==> src/core/gpe_pkg.sv <==
package gpe_pkg;
  // register indices; the bus byte address is four times the index
  localparam logic [1:0] GPE_IDX_DATA   = 2'h0;
  localparam logic [1:0] GPE_IDX_DIR    = 2'h1;
  localparam logic [1:0] GPE_IDX_OPT    = 2'h2;
  localparam int         GPE_ADR_W      = 4;
  localparam logic [3:0] GPE_ADR_DATA   = {GPE_IDX_DATA, 2'h0};
  localparam logic [3:0] GPE_ADR_DIR    = {GPE_IDX_DIR, 2'h0};
  localparam logic [3:0] GPE_ADR_OPT    = {GPE_IDX_OPT, 2'h0};
  localparam int         GPE_W          = 8;
  localparam logic [7:0] GPE_RST_VAL    = 8'h00;
  // pin classes
  localparam logic [7:0] GPE_INT_FLOAT  = 8'h88;  // interrupt pins without pull-up
  localparam logic [7:0] GPE_INT_PULL   = 8'h77;  // interrupt pins with pull-up
  localparam int         GPE_SPECIAL    = 2;      // special_input_only_pin position
  localparam logic       GPE_FLASH_VAR  = 1'b1;   // 1 flash variant, 0 mask-ROM variant
endpackage

==> src/core/gpe_port.sv <==
`timescale 1ns/10ps
// Overview of operation
// - dir/opt select floating, pull-up, open-drain, push-pull
// - no-pull interrupt pins: opt input floats, interrupts
// - pull interrupt pins: opt input pulls up, interrupts
// - flash variant: special pin pull-up input only
// - ROM variant: special pin floating input, outputs normal
// - wait mode freezes nothing; interrupt wakes device
// - halt mode leaves pins; interrupt wakes device
// - interrupt needs interrupt config and cleared mask
// - no event flag; config bits only enable
// - reset clears data, direction, option registers
// - data at base, direction +4, option +8
module gpe_port
  import gpe_pkg::*;
(
  input  wire logic                 clk_i,
  input  wire logic                 rst_i,
  input  wire logic                 wb_cyc_i,
  input  wire logic                 wb_stb_i,
  input  wire logic                 wb_we_i,
  input  wire logic [GPE_ADR_W-1:0] wb_adr_i,
  input  wire logic [3:0]           wb_sel_i,
  input  wire logic [31:0]          wb_dat_i,
  output logic      [31:0]          wb_dat_o,
  output logic                      wb_ack_o,
  input  wire logic [GPE_W-1:0]     pin_i,
  output logic      [GPE_W-1:0]     pin_o,
  output logic      [GPE_W-1:0]     pin_oe_o,
  output logic      [GPE_W-1:0]     pin_pullup_o,
  input  wire logic                 irq_mask_i,
  input  wire logic                 low_power_i,
  output logic                      ext_irq_o,
  output logic                      wake_o
);

  logic [GPE_W-1:0] port_a_data;
  logic [GPE_W-1:0] port_a_direction;
  logic [GPE_W-1:0] port_a_option;
  logic [GPE_W-1:0] sync1;
  logic [GPE_W-1:0] sync2;
  logic [GPE_W-1:0] sync3;
  logic [GPE_W-1:0] pin_level;

  // three-stage pin sampler; a change is accepted when stages two and three agree
  always_ff @(posedge clk_i)
  begin
    sync1 <= pin_i;
    sync2 <= sync1;
    sync3 <= sync2;
  end

  genvar g;
  generate
    for (g = 0; g < GPE_W; g++)
    begin : g_filt
      always_ff @(posedge clk_i)
      begin
        if (rst_i)
          pin_level[g] <= 1'b0;
        else if (sync2[g] == sync3[g])
          pin_level[g] <= sync3[g];
      end
    end
  endgenerate

  // bus decode
  wire              req     = wb_cyc_i & wb_stb_i & ~wb_ack_o;
  wire              wr_lane = req & wb_we_i & wb_sel_i[0];
  wire              hit_dat = (wb_adr_i == GPE_ADR_DATA);
  wire              hit_dir = (wb_adr_i == GPE_ADR_DIR);
  wire              hit_opt = (wb_adr_i == GPE_ADR_OPT);

  // one-hot mask of a pin position, shared by the special-pin decodes
  function automatic logic [GPE_W-1:0] pin_bit(input int pos);
    pin_bit = 8'h01 << pos;
  endfunction

  // special pin: flash variant can never be an output
  wire [GPE_W-1:0]  out_ok  = GPE_FLASH_VAR ? ~pin_bit(GPE_SPECIAL) : 8'hFF;
  wire [GPE_W-1:0]  is_out  = port_a_direction & out_ok;

  // data read mixes latch for outputs and sampled level for inputs
  wire [GPE_W-1:0]  rd_data = (is_out & port_a_data) | (~is_out & pin_level);
  wire [GPE_W-1:0]  rd_mux  = hit_dat ? rd_data :
                              hit_dir ? port_a_direction :
                              hit_opt ? port_a_option : 8'h00;

  // pull-up: input with option set, except floating classes
  wire [GPE_W-1:0]  pull_ok = ~GPE_INT_FLOAT &
                              (GPE_FLASH_VAR ? 8'hFF : ~pin_bit(GPE_SPECIAL));
  wire [GPE_W-1:0]  spec_pu = GPE_FLASH_VAR ? pin_bit(GPE_SPECIAL) : 8'h00;
  wire [GPE_W-1:0]  next_pu = (~is_out & port_a_option & pull_ok) | spec_pu;

  // open-drain drives only low; push-pull drives both levels
  wire [GPE_W-1:0]  next_oe = is_out & (port_a_option | ~port_a_data);
  wire [GPE_W-1:0]  next_po = is_out & port_a_option & port_a_data;

  // interrupt source: input configured with option on an interrupt-capable pin
  wire [GPE_W-1:0]  int_cfg = ~is_out & port_a_option & (GPE_INT_FLOAT | GPE_INT_PULL);
  // level-sensitive on low pin level; no flag is stored
  wire              next_irq = |(int_cfg & ~pin_level) & ~irq_mask_i;

  // registers; low_power_i deliberately gating nothing but wake_o
  always_ff @(posedge clk_i)
  begin
    if (rst_i)
    begin
      port_a_data      <= GPE_RST_VAL;
      port_a_direction <= GPE_RST_VAL;
      port_a_option    <= GPE_RST_VAL;
    end
    else if (wr_lane)
    begin
      if (hit_dat)
        port_a_data <= wb_dat_i[7:0];
      if (hit_dir)
        port_a_direction <= wb_dat_i[7:0];
      if (hit_opt)
        port_a_option <= wb_dat_i[7:0];
    end
  end

  // outputs all from flops; wait/halt leave every pin and register as is
  always_ff @(posedge clk_i)
  begin
    if (rst_i)
    begin
      wb_ack_o     <= 1'b0;
      wb_dat_o     <= 32'h0000_0000;
      pin_o        <= 8'h00;
      pin_oe_o     <= 8'h00;
      pin_pullup_o <= 8'h00;
      ext_irq_o    <= 1'b0;
      wake_o       <= 1'b0;
    end
    else
    begin
      wb_ack_o     <= req;
      wb_dat_o     <= req ? {24'h00_0000, rd_mux} : 32'h0000_0000;
      pin_o        <= next_po;
      pin_oe_o     <= next_oe;
      pin_pullup_o <= next_pu;
      ext_irq_o    <= next_irq;
      wake_o       <= next_irq & low_power_i;
    end
  end

  // reset clears all three registers
  a_rst_clears: assert property (@(posedge clk_i)
    rst_i |=> (port_a_direction == 8'h00) && (port_a_option == 8'h00)
    && (port_a_data == 8'h00))
    else $error("registers not cleared by reset");

  // reset leaves every pin released and every strobe low
  a_rst_outputs: assert property (@(posedge clk_i)
    rst_i |=> !wb_ack_o && !ext_irq_o && !wake_o && (pin_oe_o == 8'h00))
    else $error("outputs not cleared by reset");

  // every new request is answered one cycle later
  a_ack_follows_req: assert property (@(posedge clk_i) disable iff (rst_i)
    (wb_cyc_i && wb_stb_i && !wb_ack_o) |=> wb_ack_o)
    else $error("request not acknowledged");

  // ack is a single pulse; a held strobe is taken again every second cycle
  a_ack_one_pulse: assert property (@(posedge clk_i) disable iff (rst_i)
    wb_ack_o |=> !wb_ack_o)
    else $error("acknowledge longer than one cycle");

  // read data is zero outside the ack cycle
  a_dat_idle_zero: assert property (@(posedge clk_i) disable iff (rst_i)
    !wb_ack_o |-> (wb_dat_o == 32'h0000_0000))
    else $error("read data outside acknowledge");

  // write at the base offset lands in the data register
  a_dat_write: assert property (@(posedge clk_i) disable iff (rst_i)
    (wr_lane && hit_dat) |=> (port_a_data == $past(wb_dat_i[7:0])))
    else $error("data register write lost");

  // write at base plus four lands in the direction register
  a_dir_write: assert property (@(posedge clk_i) disable iff (rst_i)
    (wr_lane && hit_dir) |=> (port_a_direction == $past(wb_dat_i[7:0])))
    else $error("direction register write lost");

  // write at base plus eight lands in the option register
  a_opt_write: assert property (@(posedge clk_i) disable iff (rst_i)
    (wr_lane && hit_opt) |=> (port_a_option == $past(wb_dat_i[7:0])))
    else $error("option register write lost");

  // unmapped reads return zero
  a_unmapped_zero: assert property (@(posedge clk_i) disable iff (rst_i)
    (req && !wb_we_i && !hit_dat && !hit_dir && !hit_opt)
    |=> (wb_dat_o == 32'h0000_0000))
    else $error("unmapped read not zero");

  // an output pin reads back its latch
  a_read_outputs: assert property (@(posedge clk_i) disable iff (rst_i)
    (req && !wb_we_i && hit_dat && is_out[1])
    |=> (wb_dat_o[1] == $past(port_a_data[1])))
    else $error("output pin read does not return latch");

  // an input pin reads back the sampled level
  a_read_inputs: assert property (@(posedge clk_i) disable iff (rst_i)
    (req && !wb_we_i && hit_dat && !is_out[4])
    |=> (wb_dat_o[4] == $past(pin_level[4])))
    else $error("input pin read does not return level");

  // the sampled level takes stage three when stages two and three agree on every pin
  a_pin_filter: assert property (@(posedge clk_i) disable iff (rst_i)
    (sync2 == sync3) |=> (pin_level == $past(sync3)))
    else $error("pin level not taken from agreeing stages");

  // push-pull drives the latch value
  a_pushpull_drive: assert property (@(posedge clk_i) disable iff (rst_i)
    (port_a_direction[0] && port_a_option[0])
    |=> pin_oe_o[0] && (pin_o[0] == $past(port_a_data[0])))
    else $error("push-pull pin not driven");

  // push-pull drives a one actively
  a_pushpull_high: assert property (@(posedge clk_i) disable iff (rst_i)
    (port_a_direction[6] && port_a_option[6] && port_a_data[6]) |=> pin_oe_o[6] && pin_o[6])
    else $error("push-pull high not driven");

  // open-drain pulls low on a zero
  a_opendrain_low: assert property (@(posedge clk_i) disable iff (rst_i)
    (port_a_direction[1] && !port_a_option[1] && !port_a_data[1]) |=> pin_oe_o[1] && !pin_o[1])
    else $error("open-drain low not driven");

  // open-drain lets go on a one
  a_opendrain_release: assert property (@(posedge clk_i) disable iff (rst_i)
    (port_a_direction[1] && !port_a_option[1] && port_a_data[1]) |=> !pin_oe_o[1])
    else $error("open-drain high driven");

  // floating input is neither driven nor pulled
  a_float_input: assert property (@(posedge clk_i) disable iff (rst_i)
    (!port_a_direction[5] && !port_a_option[5]) |=> !pin_oe_o[5] && !pin_pullup_o[5])
    else $error("floating input pulled or driven");

  // an output never has its pull-up on
  a_out_no_pull: assert property (@(posedge clk_i) disable iff (rst_i)
    port_a_direction[0] |=> !pin_pullup_o[0])
    else $error("output pin pulled up");

  // pins of the floating interrupt class never get a pull-up
  a_float_no_pull: assert property (@(posedge clk_i) disable iff (rst_i)
    !port_a_direction[3] |=> !pin_oe_o[3] && !pin_pullup_o[3])
    else $error("floating interrupt pin pulled or driven");

  // pull-up input on an interrupt pin with pull
  a_pull_input: assert property (@(posedge clk_i) disable iff (rst_i)
    (!port_a_direction[0] && port_a_option[0]) |=> pin_pullup_o[0] && !pin_oe_o[0])
    else $error("pull-up input not pulled");

  // second pull-up interrupt pin, upper nibble
  a_pull_pin6: assert property (@(posedge clk_i) disable iff (rst_i)
    (!port_a_direction[6] && port_a_option[6]) |=> pin_pullup_o[6] && !pin_oe_o[6])
    else $error("upper pull-up input not pulled");

  // flash variant: special pin is a pulled input; checked from the second cycle after reset
  a_special_input: assert property (@(posedge clk_i) disable iff (rst_i)
    GPE_FLASH_VAR |=> !pin_oe_o[GPE_SPECIAL] && pin_pullup_o[GPE_SPECIAL])
    else $error("special pin driven on flash variant");

  // special pin push-pull drives only on the ROM variant
  a_special_output: assert property (@(posedge clk_i) disable iff (rst_i)
    (port_a_direction[GPE_SPECIAL] && port_a_option[GPE_SPECIAL])
    |=> (pin_oe_o[GPE_SPECIAL] == !GPE_FLASH_VAR))
    else $error("special pin output capability wrong");

  // mask blocks every request
  a_irq_mask_blocks: assert property (@(posedge clk_i) disable iff (rst_i)
    irq_mask_i |=> !ext_irq_o)
    else $error("interrupt raised while masked");

  // floating interrupt pin low raises the request
  a_irq_float_pin: assert property (@(posedge clk_i) disable iff (rst_i)
    (int_cfg[3] && !pin_level[3] && !irq_mask_i) |=> ext_irq_o)
    else $error("floating interrupt pin ignored");

  // pull-up interrupt pin low raises the request
  a_irq_pull_pin: assert property (@(posedge clk_i) disable iff (rst_i)
    (int_cfg[0] && !pin_level[0] && !irq_mask_i) |=> ext_irq_o)
    else $error("pull-up interrupt pin ignored");

  // configuration is the only enable
  a_irq_needs_cfg: assert property (@(posedge clk_i) disable iff (rst_i)
    (int_cfg == 8'h00) |=> !ext_irq_o)
    else $error("interrupt without interrupt configuration");

  // no stored flag: the request drops as soon as its cause goes
  a_no_flag: assert property (@(posedge clk_i) disable iff (rst_i)
    !next_irq |=> !ext_irq_o)
    else $error("interrupt held without cause");

  // wake only with an interrupt in low power
  a_wake_follows_irq: assert property (@(posedge clk_i) disable iff (rst_i)
    wake_o |-> ext_irq_o && $past(low_power_i))
    else $error("wake without interrupt in low power");

  // an interrupt in low power always wakes
  a_wake_in_lp: assert property (@(posedge clk_i) disable iff (rst_i)
    (low_power_i && next_irq) |=> wake_o)
    else $error("interrupt in low power did not wake");

  // no wake while running
  a_wake_needs_lp: assert property (@(posedge clk_i) disable iff (rst_i)
    !low_power_i |=> !wake_o)
    else $error("wake outside low power");

  // low power alone never moves a pin drive
  a_halt_pins_kept: assert property (@(posedge clk_i) disable iff (rst_i)
    (low_power_i && $stable(port_a_direction) && $stable(port_a_option)
     && $stable(port_a_data)) |=> $stable(pin_oe_o))
    else $error("pin drive changed in low power");

  // low power alone never moves a register
  a_lp_regs_kept: assert property (@(posedge clk_i) disable iff (rst_i)
    (low_power_i && !req) |=> $stable(port_a_data) && $stable(port_a_direction)
    && $stable(port_a_option))
    else $error("register changed in low power");

endmodule

==> config.mk <==
export PLATFORM = sky130hd
export DESIGN_NAME = gpe_port
export DESIGN_NICKNAME = d
export VERILOG_FILES = /design/src/core/gpe_pkg.sv /design/src/core/gpe_port.sv
export SDC_FILE = /design/constraint.sdc
export NUM_CORES = 1
export LEC_CHECK = 0
export ABC_CLOCK_PERIOD_IN_PS = 1900
export BUFFER_PORTS_ARGS = -buffer_cell sky130_fd_sc_hd__buf_4
export CAP_MARGIN = 15
export CORE_ASPECT_RATIO = 0.75
export CORE_UTILIZATION = 44
export CTS_CLUSTER_DIAMETER = 80
export CTS_CLUSTER_SIZE = 12
export DETAILED_ROUTE_END_ITERATION = 6
export HOLD_SLACK_MARGIN = 0.06
export PLACE_DENSITY = 0.85
export SLEW_MARGIN = 20
export SYNTH_ARGS = -nofsm -noshare
export SYNTH_HDL_FRONTEND = slang
export SYNTH_SLANG_ARGS = --single-unit
==> constraint.sdc <==
create_clock -name clk_i -period 1.9 [get_ports clk_i]
set_clock_uncertainty 0.15 [all_clocks]
set_input_delay 0.57 -clock clk_i [delete_from_list [all_inputs] [get_ports clk_i]]
set_output_delay 0.57 -clock clk_i [all_outputs]
set_load 0.05 [all_outputs]
==> results of run 1 <==
[synth_stat cells, drive strengths merged]
cell     n
and3     1
and4     1
nand3b   1
conb     1
a21oi   15
dfxtp   86
nor3     3
a31o     7
nor2b    6
o31ai    3
nand3    4
nor4b    4
or4      5
nor2    16
nor4     9
a31oi    1
a22oi    1
nand2b  15
nand2   32
and2     1
a211oi   2
buf     31
mux2i   14
a311oi   1
and3b    1
o32a     1
and4b    4
clkbuf   9
or4b     1
o21ai   16
nor3b    4
nand4    1
inv      9
[metrics by stage]
step / hold slack, ns / area [um2] / cells / power (mW) / util (%)
floorplan: 0.160 / 3180 / 333 / 2.16 / -
global placement: 0.163 / 3620 / 453 / 2.20 / 55.4
detailed placement: 0.162 / 3620 / 453 / 2.21 / 55.4
CTS: 0.151 / 3820 / 469 / 3.45 / 58.4
global route: 0.140 / 3820 / 469 / 3.56 / 58.4
finish: 0.166 / 3820 / 469 / 3.42 / 58.4
[layer usage]
layer | vias up | share of wire [%] | global-route usage [%]
li1 | 1152 | - | -
met2 | 84 | 47 | 30.4
met3 | 6 | 6.1 | 6.11
met5 | - | 0 | 0
met4 | 0 | 0.71 | 3.98
met1 | 1099 | 46 | 22.0
[kinds of logic (layout without fill, tap and decap cells)]
logic type	Yosys count	after routing
buf+inv	49	104
mux	14	14
flops	86	86
compound gates	47	47
simple gates	109	109
other cells	1	28
[sequential cells by signal, indices dropped and copies added (netlist names), 6 cells and up]
signal            cells
pin_level             8
pin_o                 7
pin_oe_o              7
pin_pullup_o          6
port_a_data           7
port_a_direction      8
port_a_option         8
sync1                 8
sync2                 8
sync3                 8
wb_dat_o              8
[worst reg2reg max path, stage by stage, from the launching register on]
cell and delay [ns]:
dfxtp_1 0.33, nand3b_1 0.17, or4_1 0.45, buf_4 0.20, nor4b_1 0.35
[power by group]
group	switching (mW)	internal, mW
Sequential	0.0227	1.84
Clock	0.627	0.617
Combinational	0.217	0.0894
[layout make-up]
class,instances,area share (%)
Timing Repair Buffer,79,15.9
Clock inverter,6,1.80
Multi-Input combinational cell,198,30.4
Tap cell,81,2.65
Inverter,9,0.884
Clock buffer,10,3.34
Sequential cell,86,45.1
[path summary, 6_finish.rpt]
| path | start | endpoint | cells after the start |
|---|---|---|---|
| worst max-delay path | wb_ack_o | wb_dat_o[2] | 4 |
| worst min register to register | sync1[6] | sync2[6] | 0 |
| worst min-delay path | pin_i[4] | sync1[4] | 1 |
| worst max register to register | wb_ack_o | wb_dat_o[2] | 4 |
[cells in the final DEF (no fill, tap or decap), types with 2 or more instances in the layout]
cell type	n
a211oi_1	2
a21oi_1	15
a31o_2	7
and4b_1	4
buf_4	78
clkbuf_8	9
conb_1	28
dfxtp_1	86
inv_1	9
inv_6	2
mux2i_1	14
nand2_1	32
nand2b_1	15
nand3_1	4
nor2_1	16
nor2b_1	6
nor3_1	2
nor3b_1	4
nor4_1	8
nor4b_1	4
o21ai_0	16
o31ai_1	3
or4_1	5
==> impl_metrics.py, run 1 <==
metrics = {
    "hold_path": {
        "hold_class": "primary input to flop",
    },
    "yosys": {
        "synthTopCellsByArea": "dfxtp_1, buf_4, mux2i_1",
        "synth_top_family_by_area": "simple AND/OR/NAND/NOR gates",
        "synth_xor_xnor_area_share_pct": 0,
        "synthesis.area_um2": 3070,
        "ys_warn_count": 0,
        "yosysSeqAreaShare_pct": 56.0,
        "synth_area_leader_cell": "dfxtp_1",
        "synthMuxAreaShare_pct": 4.56,
        "synth_compound_area_share_pct": 9.32,
        "synth_seq_cells": 86,
        "yosys.area_share.simple_pct": 20.5,
        "synthAdderAreaFrac_pct": 0,
        "synth_top_area_share_pct": 56.0,
        "ys_types": 36,
        "netlist_instances": 306,
        "synth_area_per_cell_um2": 10.0,
    },
    "clock_tree": {
        "numCtsBuffers": 9,
        "clk_latency_ns": 0.35,
        "h-tree-depth": 3,
        "cts_tree": "built",
        "postCtsSetupRepairBufs": 0,
        "clock_sinks": 86,
        "cts-hold-fix-buffers": 0,
        "cts-resized-gates": 0,
        "cts-root-buf": "clkbuf_8",
        "clkTransAtPathRegs_ns": 0.09,
        "clockBufferDepth": 2,
    },
    "status": {
        "status": "complete, but fails checks",
        "violations": "DRC",
    },
    "placed_design": {
        "portBuffers": 58,
        "dp_hpwl_um": 4490,
        "post-place-ws_ns": -0.165,
        "gp_congestion": 0.805,
    },
    "floorplanning": {
        "start_util_pct": 47.0,
        "die_y_um": 74.4,
        "core_area_um2": 6540,
        "die_w_um": 98.5,
        "dieArea_um2": 7330,
        "core.rowCount": 25,
        "num_io_pins": 114,
    },
    "cells_and_area": {
        "finalNetCount": 438,
        "antenna_cells": 0,
        "areaGrowthSynthToFinish_pct": 24.3,
        "num-fill-cells": 565,
        "final_layout_size_suffix_gt1_share_pct": 26.8,
        "multi_input_area_um2": 1160,
        "seqCellArea_um2": 1720,
    },
    "sta": {
        "finalWorstSetupSlack_ns": 0.144,
        "drv_slew": 0,
        "tightestPinTransition_ns": 0.571,
        "period_minus_slack_ns": 1.76,
        "fin_crit_sh_pct": 92.4,
        "max_freq_ghz": 0.570,
        "rsz0062_at_grt": "no",
        "setup_tns_ns": 0,
        "setup_violations": 0,
        "slew_headroom_pct": 61.6,
        "finalHoldViolations": 0,
    },
    "routing": {
        "drtAntennaViolNets": 0,
        "viasPerCell": 4.99,
        "drc": 4,
        "first_iter_violations": 194,
        "dr_total_vias": 2341,
        "routed_wl_um": 6300,
        "routedWlPerCell_um": 13.4,
        "dr.pass1.iters": 7,
    },
    "grt": {
        "grtUsageTotal_pct": 17.8,
        "overflow": 0,
        "grt_pass1_vias": 2115,
        "antenna_found_initial": 0,
        "grt_max_degree": 24,
        "grt_pass1_wl_um": 9900,
    },
    "critical_path": {
        "crit_arrival_ns": 1.85,
        "critPathRequiredTime_ns": 1.99,
        "crit_family": "simple AND/OR/NAND/NOR gates",
        "worstPathBufferInverterCount": 1,
        "critPathKind": "flop to flop",
        "critical_path.max_fanout": 8,
        "slowest_stage": "or4_1",
        "r2r_setup_slack_ns": 0.14,
        "worst_path_largest_cell_delay_ns": 0.45,
        "worstPathCellList": "nand3b_1 -> or4_1 -> buf_4 -> nor4b_1",
        "critPathLaunchType": "flop",
        "end_kind": "flop",
    },
    "power": {
        "p_leak_nw": 1.64,
        "peakVddDrop_mv": 0.513,
        "p_per_area_nw_per_um2": 894,
    },
    "run": {
        "maxCapViolCount": 0,
    },
}
Power figures use the tool's default switching activity.
==> run 2, diff against run 1 <==
BUFFER_PORTS_ARGS = -buffer_cell sky130_fd_sc_hd__clkbuf_2   (was -buffer_cell sky130_fd_sc_hd__buf_4)
CAP_MARGIN = default   (was 15)
==> impl_metrics.py, run 2 (synthesized netlist as in run 1, its figures left out) <==
metrics = {
    "placed_design": {
        "place_area_um2": 3460,
        "post-place-ws_ns": -0.173,
        "dp_hpwl_um": 4520,
        "gp_congestion": 0.819,
        "post-place-cells": 450,
        "portBuffers": 58,
    },
    "critical_path": {
        "worstPathCellList": "nand3b_1 -> or4_1 -> buf_4 -> nor4b_1",
        "critPathRequiredTime_ns": 1.99,
        "crit_arrival_ns": 1.86,
        "reg2reg_depth": 4,
        "critPathKind": "flop to flop",
        "critPathLaunchType": "flop",
        "worst_path_largest_cell_delay_ns": 0.42,
        "end_kind": "flop",
        "slowest_stage": "or4_1",
        "r2r_setup_slack_ns": 0.13,
        "reg2reg_from": "wb_ack_o",
        "worstReg2RegEnd": "wb_dat_o[2]",
        "critical_path.max_fanout": 8,
    },
    "clock_tree": {
        "cts-root-buf": "clkbuf_8",
        "h-tree-depth": 3,
        "clock_sinks": 86,
        "clk_latency_ns": 0.36,
        "clkTransAtPathRegs_ns": 0.09,
        "clockBufferDepth": 2,
        "postCtsSetupRepairBufs": 0,
        "cts-hold-fix-buffers": 0,
        "numCtsBuffers": 9,
        "cts_tree": "built",
        "cts-resized-gates": 0,
    },
    "floorplanning": {
        "start_util_pct": 47.0,
        "die_w_um": 98.5,
        "core.rowCount": 25,
        "die_y_um": 74.4,
        "dieArea_um2": 7330,
        "num_io_pins": 114,
        "core_area_um2": 6540,
    },
    "cells_and_area": {
        "postLayoutCellArea_um2": 3680,
        "final_layout_size_suffix_gt1_share_pct": 26.5,
        "final_util_pct": 56.3,
        "instances_no_fill": 466,
        "layout_common_cells": "dfxtp_1, clkbuf_2, nand2_1",
        "areaGrowthSynthToFinish_pct": 19.8,
        "final_common_cell": "dfxtp_1",
        "antenna_cells": 0,
        "finalNetCount": 435,
    },
    "routing": {
        "viasPerCell": 4.95,
        "drc": 4,
        "dr_total_vias": 2309,
        "dr.pass1.iters": 7,
        "routed_wl_um": 6190,
        "first_iter_violations": 143,
        "drtAntennaViolNets": 0,
        "routedWlPerCell_um": 13.3,
    },
    "status": {
        "status": "complete, but fails checks",
        "violations": "DRC",
    },
    "sta": {
        "max_freq_ghz": 0.564,
        "fin_crit_sh_pct": 93.3,
        "finalWorstSetupSlack_ns": 0.128,
        "rsz0062_at_grt": "no",
        "period_minus_slack_ns": 1.77,
        "setup_tns_ns": 0,
        "drv_slew": 0,
        "finalHoldViolations": 0,
        "slew_headroom_pct": 60.0,
        "whs_ns": 0.149,
        "tightestPinTransition_ns": 0.595,
        "setup_violations": 0,
    },
    "grt": {
        "grt_pass1_vias": 2135,
        "grtUsageTotal_pct": 18.1,
        "antenna_found_initial": 0,
        "overflow": 0,
        "grt_pass1_wl_um": 9880,
        "grt_max_degree": 24,
    },
    "power": {
        "p_leak_nw": 1.59,
        "peakVddDrop_mv": 0.429,
        "p_total_mw": 3.56,
        "p_per_area_nw_per_um2": 967,
    },
    "hold_path": {
        "whs_path_depth": 1,
        "min_to": "sync1[6]",
        "hold_class": "primary input to flop",
        "holdCritStartpoint": "pin_i[6]",
    },
    "run": {
        "maxCapViolCount": 0,
    },
}
run 2: how the worst max path moves through the flow:
stage,slack (ns),startpoint,cells after the start,to
2_1_floorplan,0.02,wb_adr_i[1],3,port_a_option[7]
3_3_place_gp,-0.15,wb_adr_i[1],4,wb_dat_o[2]
3_5_place_dp,-0.17,wb_adr_i[1],4,wb_dat_o[2]
4_1_cts,0.11,wb_ack_o,4,wb_dat_o[2]
5_1_grt,0.04,wb_ack_o,4,wb_dat_o[0]
6_report,0.13,wb_ack_o,4,wb_dat_o[2]
run 2: area by class of cell:
type / instances / area, um2
repair buffers: 76 / 438
clock inverters: 7 / 103
fillers: 557 / 2860
well taps: 81 / 101
clock buffers: 9 / 124
inverters: 9 / 33.8
multi-input cells: 198 / 1160
flip-flops and latches: 86 / 1720
run 2: metal layers:
layer | global-route usage, % | vias to the layer above | share of wire [%]
li1 | - | 1148 | -
met1 | 21.7 | 1061 | 44
met2 | 29.9 | 87 | 47
met3 | 6.39 | 13 | 7.3
met4 | 8.46 | 0 | 1.4
met5 | 0 | - | 0
run 2: power breakdown:
group	internal, mW	leakage, nW	switching [mW]
logic	0.0681	0.775	0.217
registers	1.84	0.704	0.0214
clock network	0.755	0.111	0.656
run 2: critical path, delay by kind of cell, from the launching register on:
family,cells,cell delay (ns)
simple gates,3,0.99
flops,1,0.33
buf+inv,1,0.19
